===== src/design/t16ba_defs.svh =====
// t16ba_defs.svh: offsets, field positions, reset values and fixed tops of the timer byte port
// assumes: included by bare name from the package and the bench
`ifndef T16BA_DEFS_SVH
`define T16BA_DEFS_SVH
// ----------------------------------------
// byte locations on the 8-bit bus
// ----------------------------------------
`define T16BA_ADR_CNT_LO 4'h0
`define T16BA_ADR_CNT_HI 4'h1
`define T16BA_ADR_CMPA_LO 4'h2
`define T16BA_ADR_CMPA_HI 4'h3
`define T16BA_ADR_CMPB_LO 4'h4
`define T16BA_ADR_CMPB_HI 4'h5
`define T16BA_ADR_CAP_LO 4'h6
`define T16BA_ADR_CAP_HI 4'h7
`define T16BA_ADR_CTRL_A 4'h8
`define T16BA_ADR_CTRL_B 4'h9
// ----------------------------------------
// control field positions
// ----------------------------------------
`define T16BA_CA_WM0 0
`define T16BA_CA_WM1 1
`define T16BA_CA_FOCB 2
`define T16BA_CA_FOCA 3
`define T16BA_CB_WM2 3
`define T16BA_CB_WM3 4
`define T16BA_CB_RUN 0
// ----------------------------------------
// counter constants and reset values
// ----------------------------------------
`define T16BA_BOTTOM 16'h0000
`define T16BA_MAX 16'hffff
`define T16BA_TOP8 16'h00ff
`define T16BA_TOP9 16'h01ff
`define T16BA_TOP10 16'h03ff
`define T16BA_RST16 16'h0000
`define T16BA_RST8 8'h00
// ----------------------------------------
// axi4-lite offsets of the controller's own registers
// ----------------------------------------
`define T16BA_AXI_CMD 12'h000
`define T16BA_AXI_WDATA 12'h004
`define T16BA_AXI_RDATA 12'h008
`define T16BA_AXI_STAT 12'h00c
`define T16BA_AXI_RESP_OK 2'b00
`define T16BA_AXI_RESP_ERR 2'b10
`endif


===== src/design/t16ba_pkg.sv =====
// t16ba_pkg.sv: types shared by both ends of the timer byte port
// assumes: t16ba_defs.svh is on the include path
package t16ba_pkg;
  `include "t16ba_defs.svh"
  // which wide register a byte location belongs to
  typedef enum logic [1:0] {T16BA_W_CNT, T16BA_W_CMPA, T16BA_W_CMPB, T16BA_W_CAP} t16ba_wide_t;
  // controller sequencer states
  typedef enum logic [2:0] {T16BA_S_IDLE, T16BA_S_ST1, T16BA_S_ST2, T16BA_S_DONE} t16ba_state_t;
endpackage


===== src/design/t16ba_bus_if.sv =====
// t16ba_bus_if.sv: 8-bit cpu-style byte bus between the timer and its master
// assumes: one clock shared by both ends; a strobe lasts one cycle
interface t16ba_bus_if;
  logic [3:0] addr; // byte location
  logic [7:0] wdata; // write byte
  logic wr; // write strobe, one cycle
  logic rd; // read strobe, one cycle
  logic [7:0] rdata; // read byte, registered, valid cycle after rd
  logic rvalid; // read answer marker
  modport timer (input addr, input wdata, input wr, input rd, output rdata, output rvalid);
  modport master (output addr, output wdata, output wr, output rd, input rdata, input rvalid);
endinterface


===== src/design/t16ba_ctr.sv =====
// t16ba_ctr.sv: counter core with bottom, max and top detection
// assumes: same clock as the byte port; load has priority over counting
module t16ba_ctr
  import t16ba_pkg::*;
#(
  parameter int W = 16
) (
  // clock and reset
  input wire logic aclk,
  input wire logic aresetn,
  input wire logic ce,
  // control
  input wire logic run,
  input wire logic [3:0] mode,
  input wire logic [W-1:0] cmp_a,
  input wire logic [W-1:0] cap,
  input wire logic load,
  input wire logic [W-1:0] load_val,
  // state
  output logic [W-1:0] count,
  output logic at_bottom,
  output logic at_max,
  output logic at_top
);
  logic [W-1:0] top; // current top of the sequence
  // top source chosen by the mode: fixed constant or a register
  always_comb begin
    case (mode)
      4'h1, 4'h5: top = `T16BA_TOP8;
      4'h2, 4'h6: top = `T16BA_TOP9;
      4'h3, 4'h7: top = `T16BA_TOP10;
      4'h4, 4'h9, 4'hb, 4'hf: top = cmp_a;
      4'h8, 4'ha, 4'hc, 4'he: top = cap;
      default: top = `T16BA_MAX;
    endcase
  end
  // full-width compares against bottom, max and the current top
  assign at_bottom = (count == `T16BA_BOTTOM);
  assign at_max = (count == `T16BA_MAX);
  assign at_top = (count == top);
  // up count with wrap at top; a cpu load always wins
  always_ff @(posedge aclk) begin
    if (!aresetn) begin
      count <= `T16BA_RST16;
    end else if (ce) begin
      if (load) begin
        count <= load_val;
      end else if (run) begin
        count <= at_top ? `T16BA_BOTTOM : count + 1'b1;
      end
    end
  end
endmodule // t16ba_ctr


===== src/design/t16ba_timer.sv =====
// t16ba_timer.sv: timer end; four wide registers reached over an 8-bit bus through one high-byte latch
// assumes: the master keeps high-first writes and low-first reads, with interrupts masked around them
// ----------------------------------------
// Overview of operation
// - bottom is 0x0000, max is 0xFFFF
// - top is fixed constant or compare/capture
// - wide registers take two byte accesses
// - one shared high-byte latch per timer
// - low-byte access performs the wide transfer
// - low write loads latch plus byte
// - low read copies high byte to latch
// - compare reads bypass latch, leave it
// - master writes high byte then low
// - master reads low byte then high
// - master masks interrupts around shared accesses
// - control a holds two force-compare bits
// - four-bit mode field, top two bits in b
// - high-byte location addresses the latch
// - cpu counter write beats count/clear
// ----------------------------------------
module t16ba_timer
  import t16ba_pkg::*;
(
  // clock and reset
  input wire logic aclk,
  input wire logic aresetn,
  input wire logic ce,
  // byte bus
  t16ba_bus_if.timer bus,
  // capture event and status
  input wire logic capture_evt,
  output logic [15:0] count_o,
  output logic bottom_o,
  output logic max_o,
  output logic top_o,
  output logic force_a_o,
  output logic force_b_o
);
  logic [7:0] hi_latch_q; // shared high-byte latch
  logic [15:0] cmp_a_q; // compare value a
  logic [15:0] cmp_b_q; // compare value b
  logic [15:0] cap_q; // capture value
  logic [7:0] ctrl_a_q; // control a
  logic [7:0] ctrl_b_q; // control b
  logic [3:0] mode; // waveform_mode_sel
  logic [15:0] count; // live counter
  logic bot, mx, tp;
  logic wr_cnt_lo; // wide counter load
  logic [15:0] wide_wr; // value loaded on a low-byte write
  logic cap_top; // capture register acts as top
  logic cap_s1_q, cap_s2_q; // capture pin synchroniser, two stages
  // ----------------------------------------
  // mode assembly and decode
  // ----------------------------------------
  assign mode = {ctrl_b_q[`T16BA_CB_WM3], ctrl_b_q[`T16BA_CB_WM2],
                 ctrl_a_q[`T16BA_CA_WM1], ctrl_a_q[`T16BA_CA_WM0]};
  assign wide_wr = {hi_latch_q, bus.wdata};
  assign wr_cnt_lo = bus.wr && (bus.addr == `T16BA_ADR_CNT_LO);
  // modes 8, 10, 12 and 14 take the capture register as top
  assign cap_top = mode[3] && !mode[0];
  // the capture pin is asynchronous; only the second stage is read
  always_ff @(posedge aclk) begin
    if (!aresetn) begin
      cap_s1_q <= 1'b0;
      cap_s2_q <= 1'b0;
    end else if (ce) begin
      cap_s1_q <= capture_evt;
      cap_s2_q <= cap_s1_q;
    end
  end
  t16ba_ctr #(.W(16)) u_ctr (
    .aclk(aclk),
    .aresetn(aresetn),
    .ce(ce),
    .run(ctrl_b_q[`T16BA_CB_RUN]),
    .mode(mode),
    .cmp_a(cmp_a_q),
    .cap(cap_q),
    .load(wr_cnt_lo),
    .load_val(wide_wr),
    .count(count),
    .at_bottom(bot),
    .at_max(mx),
    .at_top(tp)
  );
  // ----------------------------------------
  // shared latch: high writes and low reads
  // ----------------------------------------
  always_ff @(posedge aclk) begin
    if (!aresetn) begin
      hi_latch_q <= `T16BA_RST8;
    end else if (ce) begin
      if (bus.wr && bus.addr[0] && bus.addr < `T16BA_ADR_CTRL_A) begin
        hi_latch_q <= bus.wdata;
      end else if (bus.rd) begin
        case (bus.addr)
          `T16BA_ADR_CNT_LO: hi_latch_q <= count[15:8];
          `T16BA_ADR_CAP_LO: hi_latch_q <= cap_q[15:8];
          default: hi_latch_q <= hi_latch_q;
        endcase
      end
    end
  end
  // ----------------------------------------
  // wide registers: loaded by low-byte writes, capture also by the pin
  // ----------------------------------------
  always_ff @(posedge aclk) begin
    if (!aresetn) begin
      cmp_a_q <= `T16BA_RST16;
      cmp_b_q <= `T16BA_RST16;
      cap_q <= `T16BA_RST16;
    end else if (ce) begin
      if (bus.wr && bus.addr == `T16BA_ADR_CMPA_LO) cmp_a_q <= wide_wr;
      if (bus.wr && bus.addr == `T16BA_ADR_CMPB_LO) cmp_b_q <= wide_wr;
      // capture register writable only when it defines top
      if (bus.wr && bus.addr == `T16BA_ADR_CAP_LO && cap_top) begin
        cap_q <= wide_wr;
      end else if (cap_s2_q && !cap_top) begin
        cap_q <= count;
      end
    end
  end
  // ----------------------------------------
  // control registers; force bits are strobes reading zero
  // ----------------------------------------
  always_ff @(posedge aclk) begin
    if (!aresetn) begin
      ctrl_a_q <= `T16BA_RST8;
      ctrl_b_q <= `T16BA_RST8;
      force_a_o <= 1'b0;
      force_b_o <= 1'b0;
    end else if (ce) begin
      force_a_o <= bus.wr && bus.addr == `T16BA_ADR_CTRL_A && bus.wdata[`T16BA_CA_FOCA];
      force_b_o <= bus.wr && bus.addr == `T16BA_ADR_CTRL_A && bus.wdata[`T16BA_CA_FOCB];
      if (bus.wr && bus.addr == `T16BA_ADR_CTRL_A) begin
        ctrl_a_q <= bus.wdata & ~(8'h01 << `T16BA_CA_FOCA) & ~(8'h01 << `T16BA_CA_FOCB);
      end
      if (bus.wr && bus.addr == `T16BA_ADR_CTRL_B) ctrl_b_q <= bus.wdata;
    end
  end
  // ----------------------------------------
  // read answer, one cycle after the strobe
  // ----------------------------------------
  always_ff @(posedge aclk) begin
    if (!aresetn) begin
      bus.rdata <= `T16BA_RST8;
      bus.rvalid <= 1'b0;
    end else if (ce) begin
      bus.rvalid <= bus.rd;
      if (bus.rd) begin
        case (bus.addr)
          `T16BA_ADR_CNT_LO: bus.rdata <= count[7:0];
          `T16BA_ADR_CMPA_LO: bus.rdata <= cmp_a_q[7:0];
          `T16BA_ADR_CMPA_HI: bus.rdata <= cmp_a_q[15:8];
          `T16BA_ADR_CMPB_LO: bus.rdata <= cmp_b_q[7:0];
          `T16BA_ADR_CMPB_HI: bus.rdata <= cmp_b_q[15:8];
          `T16BA_ADR_CAP_LO: bus.rdata <= cap_q[7:0];
          `T16BA_ADR_CNT_HI, `T16BA_ADR_CAP_HI: bus.rdata <= hi_latch_q;
          `T16BA_ADR_CTRL_A: bus.rdata <= ctrl_a_q;
          `T16BA_ADR_CTRL_B: bus.rdata <= ctrl_b_q;
          default: bus.rdata <= 8'h00;
        endcase
      end
    end
  end
  // ----------------------------------------
  // registered status outputs
  // ----------------------------------------
  always_ff @(posedge aclk) begin
    if (!aresetn) begin
      count_o <= `T16BA_RST16;
      bottom_o <= 1'b0;
      max_o <= 1'b0;
      top_o <= 1'b0;
    end else if (ce) begin
      count_o <= count;
      bottom_o <= bot;
      max_o <= mx;
      top_o <= tp;
    end
  end
endmodule // t16ba_timer


===== src/flat_wrapper.sv =====
// flat-port wrapper written by rule: the top's interface ports become plain ports
module t16ba_timer_flat import t16ba_pkg::*;
  (aclk, aresetn, ce, capture_evt, count_o, bottom_o, max_o, top_o, force_a_o, force_b_o, bus_addr, bus_wdata, bus_wr, bus_rd, bus_rdata, bus_rvalid);
  t16ba_bus_if bus_i ();
  input wire logic aclk;
  input wire logic aresetn;
  input wire logic ce;
  input wire logic capture_evt;
  output logic [15:0] count_o;
  output logic bottom_o;
  output logic max_o;
  output logic top_o;
  output logic force_a_o;
  output logic force_b_o;
  input wire logic [$bits(bus_i.addr)-1:0] bus_addr;
  input wire logic [$bits(bus_i.wdata)-1:0] bus_wdata;
  input wire logic [$bits(bus_i.wr)-1:0] bus_wr;
  input wire logic [$bits(bus_i.rd)-1:0] bus_rd;
  output wire logic [$bits(bus_i.rdata)-1:0] bus_rdata;
  output wire logic [$bits(bus_i.rvalid)-1:0] bus_rvalid;
  assign bus_i.addr = bus_addr;
  assign bus_i.wdata = bus_wdata;
  assign bus_i.wr = bus_wr;
  assign bus_i.rd = bus_rd;
  assign bus_rdata = bus_i.rdata;
  assign bus_rvalid = bus_i.rvalid;
  t16ba_timer u_core (.aclk(aclk), .aresetn(aresetn), .ce(ce), .bus(bus_i), .capture_evt(capture_evt), .count_o(count_o), .bottom_o(bottom_o), .max_o(max_o), .top_o(top_o), .force_a_o(force_a_o), .force_b_o(force_b_o));
endmodule

===== config.mk =====
export PLATFORM = sky130hd
export DESIGN_NAME = t16ba_timer_flat
export DESIGN_NICKNAME = d
export VERILOG_FILES = /design/src/design/t16ba_pkg.sv /design/src/design/t16ba_bus_if.sv /design/src/design/t16ba_ctr.sv /design/src/design/t16ba_timer.sv /design/src/flat_wrapper.sv
export VERILOG_INCLUDE_DIRS = /design/src /design/src/design
export SDC_FILE = /design/constraint.sdc
export NUM_CORES = 1
export LEC_CHECK = 0
export ABC_AREA = 1
export CORE_ASPECT_RATIO = 1.5
export CORE_MARGIN = 1.5
export CORE_UTILIZATION = 51
export DETAILED_ROUTE_END_ITERATION = 10
export DONT_BUFFER_PORTS = 1
export PLACE_DENSITY = 0.66
export SLEW_MARGIN = 10
export SYNTH_ARGS = -nofsm -noshare
export SYNTH_HDL_FRONTEND = slang
export SYNTH_HIERARCHICAL = 1
export SYNTH_SLANG_ARGS = --single-unit

===== constraint.sdc =====
create_clock -name aclk -period 2.9 [get_ports aclk]
set_clock_uncertainty 0.05 [all_clocks]
set_input_delay 0.58 -clock aclk [delete_from_list [all_inputs] [get_ports aclk]]
set_output_delay 0.58 -clock aclk [all_outputs]
set_load 0.005 [all_outputs]

==> results.json <==
{
  "n_antenna_cell": 0,
  "ys_ff_latch": 118,
  "syn_area_um2": 6500,
  "place.gp.congestion": 0.950,
  "io_buffers": 0,
  "fin_setup_tns_ps": 0,
  "cap_viol_max_count": 0,
  "cts.repair.resized": 0,
  "maxSlewHeadroom_pct": 58.5,
  "peakVddDrop_mv": 0.332,
  "fillers": 1277,
  "hold_path.class": "input port to flip-flop",
  "final_common_cell": "nand2_1",
  "setup_viol": 0,
  "cts-root-buf": "clkbuf_16",
  "cts_tree": "done",
  "synth_top_family_by_area": "simple AND/OR/NAND/NOR gates",
  "route.detailed.drc": 0,
  "num_vias": 6821,
  "drtIter0Drc": 668,
  "synth_cells": 1023,
  "ios": 48,
  "hold_buffers": 0,
  "grt_max_degree": 109,
  "r2r_start": "u_core/ctrl_b_q[4]$_SDFFE_PN0P_",
  "synth.distinct_cells": 31,
  "p_total_mw": 4.15,
  "tightest_slew_ps": 620,
  "layout.cells.most_common_list": "211 x nand2_1, 123 x nor2_1, 123 x o21ai_0",
  "switching_share_pct": 26.2,
  "hold_start": "ce",
  "holdPathEnd": "u_core/count_o[9]$_SDFFE_PN0P_",
  "power_leakage_nw": 2.95,
  "yosys.area_share.simple_pct": 34.0,
  "wl_per_cell_um": 18.6,
  "cts.sinks": 118,
  "synth_fa_ha_area_share_pct": 0.385,
  "clk_path_buf_depth": 2,
  "drive_above_1_share_pct": 7.80,
  "grt_util_all_layers_pct": 33.6,
  "synthXorXnorAreaFrac_pct": 0.674,
  "first_pass_iters": 5,
  "hold_slack_ps": 231,
  "holdPathStages": 1,
  "end_kind": "flip-flop",
  "viasPerCell": 5.78,
  "power_density_nw_per_um2": 576,
  "grt_overflow_total": 0,
  "clk_pin_slew_ps": 60,
  "grt_pass1_wl_um": 34100,
  "ant_nets": 0,
  "muxShareOfSynthArea_pct": 0,
  "worstPathArrival_ps": 2570,
  "rsz0062_at_grt": "no",
  "rrSetupSlack_ps": 580,
  "antenna_found_initial": 0,
  "final_max_slew_viol_count": 0,
  "numCtsBuffers": 17,
  "routed_wl_um": 21900,
  "die_w_um": 95.2,
  "cts_setup_buffers": 0,
  "hold_viol": 0,
  "status": "finished clean",
  "die-area_um2": 13400,
  "period_share_pct": 79.9,
  "synth_compound_area_share_pct": 19.0,
  "post-place-ws_ps": 592,
  "start_util_pct": 52.2,
  "fmax_mhz": 432,
  "setup_ws_ps": 584,
  "power_switching_mw": 1.09,
  "synth-warning-count": 6,
  "hpwl_um": 15500,
  "clock_power_share_pct": 52.4,
  "row_count": 50,
  "fp.dieH_um": 141,
  "grt_pass1_vias": 6320,
  "coreArea_um2": 12400,
  "cts_max_level": 4,
  "internal_power_mw": 3.06,
  "synthToLayoutAreaGrowth_pct": 10.9,
  "combPwrFrac_pct": 5.9,
  "r2r_end": "u_core/u_ctr/count[0]$_SDFFE_PN0P_",
  "critPathKind": "flip-flop to flip-flop",
  "ys_seq_area_share_pct": 36.4,
  "clk_latency_ps": 420,
  "cp_max_fo": 16,
  "cp.required_ps": 3160,
  "worstSetupStartpointType": "flip-flop",
  "layout.nets": 1032,
  "seqPwrFrac_pct": 41.7,
  "r2r_cells": 13,
  "post-route-min-period_ps": 2320,
  "syn-num-nets": 1043,
  "synth.avg_cell_area_um2": 6.35
}
-- per-layer routing --
| layer | GRT usage, % | vias to the layer above | part of all wire, % |
|---|---|---|---|
| met5 | 0 | - | 0 |
| met4 | 20.1 | 0 | 5.3 |
| met3 | 5.83 | 72 | 5.9 |
| met2 | 55.5 | 287 | 49 |
| met1 | 39.8 | 3097 | 40 |
| li1 | - | 3365 | - |
-- power groups by stage --
stage / logic [mW] / clock network (mW) / registers (mW)
6_report: 0.245 / 2.17 / 1.73
5_1_grt: 0.277 / 2.26 / 1.73
4_1_cts: 0.242 / 2.20 / 1.73
3_5_place_dp: 0.240 / 0 / 1.76
3_3_place_gp: 0.238 / 0 / 1.76
2_1_floorplan: 0.204 / 0 / 1.74
-- cell type report --
cell class	count	area, um^2	share of cell area [%]
multi-input cells	754	3510	48.7
flip-flops and latches	118	2360	32.8
clock buffers	18	439	6.10
inverters	100	375	5.21
well taps	156	195	2.71
clock inverters	14	163	2.26
repair buffers	21	158	2.19
-- worst max-delay path, stage by stage (launching register included) --
cell and delay, ps:
dfxtp_1 560, inv_2 130, nor2_4 320, nand2_1 140, nand2_1 80, inv_1 50
nand3_1 70, nand2_1 60, nand2_1 90, nand3_1 90, nor2_2 120, nand2_2 230
nand2_1 140, a21oi_1 70
-- cell usage after synthesis --
cell      count  area (um^2)
buf_4         4         30.0
nor2_1      123          462
a21oi_2       1         8.76
buf_2         6         30.0
o21a_1        1         7.51
o21ai_0     123          616
clkinv_1      2         7.51
nand4_1      23          144
nand2_4       2         22.5
nand2_2       3         18.8
dfxtp_1     118         2360
buf_6         5         56.3
a21oi_1     111          556
nor3_2        1         10.0
inv_2         7         26.3
nor3b_1       1         7.51
o21ai_2       1         8.76
nand3b_1      2         15.0
ha_1          2         25.0
nor3_1        7         35.0
o21ai_1       4         20.0
nand2_1     211          792
nor4_1        3         18.8
a21oi_4       1         16.3
nor2_4        3         33.8
clkbuf_1     36          135
nor2_2        5         31.3
inv_1        91          342
xor2_1        5         43.8
nand3_2       2         20.0
nand3_1     119          596
-- cells by family after synthesis --
family                     count (synthesis)
and+or+nand+nor                          505
AOI/OAI and AO/OA                        242
buffers and inverters                    151
adders and majority gates                  2
xor gates and xnor gates                   5
DFF                                      118
-- sequential cells by signal, indices dropped and copies added (netlist names) --
register / cells
u_core/bus.rvalid: 1
u_core/cmp_a_q: 16
u_core/force_b_o: 1
u_core/ctrl_b_q: 8
u_core/cap_q: 16
u_core/cap_s2_q: 1
u_core/ctrl_a_q: 6
u_core/hi_latch_q: 8
u_core/u_ctr/count: 16
u_core/bottom_o: 1
u_core/force_a_o: 1
u_core/cap_s1_q: 1
u_core/bus.rdata: 8
u_core/max_o: 1
u_core/cmp_b_q: 16
u_core/count_o: 16
u_core/top_o: 1
-- through the flow --
step,util [%],area (um^2),instances
after floorplan,-,6500,1023
after global placement,53.0,6600,1149
after detailed placement,53.0,6600,1149
after CTS,57.9,7200,1181
after global routing,57.9,7200,1181
final,57.9,7200,1181
-- worst max-delay path by stage --
stage | startpoint | slack, ps | to | cells after the start
final | u_core/ctrl_b_q[4]$_SDFFE_PN0P_ | 580 | u_core/u_ctr/count[0]$_SDFFE_PN0P_ | 13
after CTS | u_core/ctrl_b_q[4]$_SDFFE_PN0P_ | 630 | u_core/u_ctr/count[1]$_SDFFE_PN0P_ | 13
after global routing | u_core/ctrl_b_q[4]$_SDFFE_PN0P_ | 360 | u_core/u_ctr/count[12]$_SDFFE_PN0P_ | 13
after floorplan | bus_addr[1] | 800 | u_core/u_ctr/count[10]$_SDFFE_PN0P_ | 9
after global placement | u_core/ctrl_b_q[4]$_SDFFE_PN0P_ | 630 | u_core/u_ctr/count[0]$_SDFFE_PN0P_ | 13
after detailed placement | bus_addr[3] | 590 | u_core/ctrl_b_q[6]$_SDFFE_PN0P_ | 5
(Power assumes the default switching activity.)
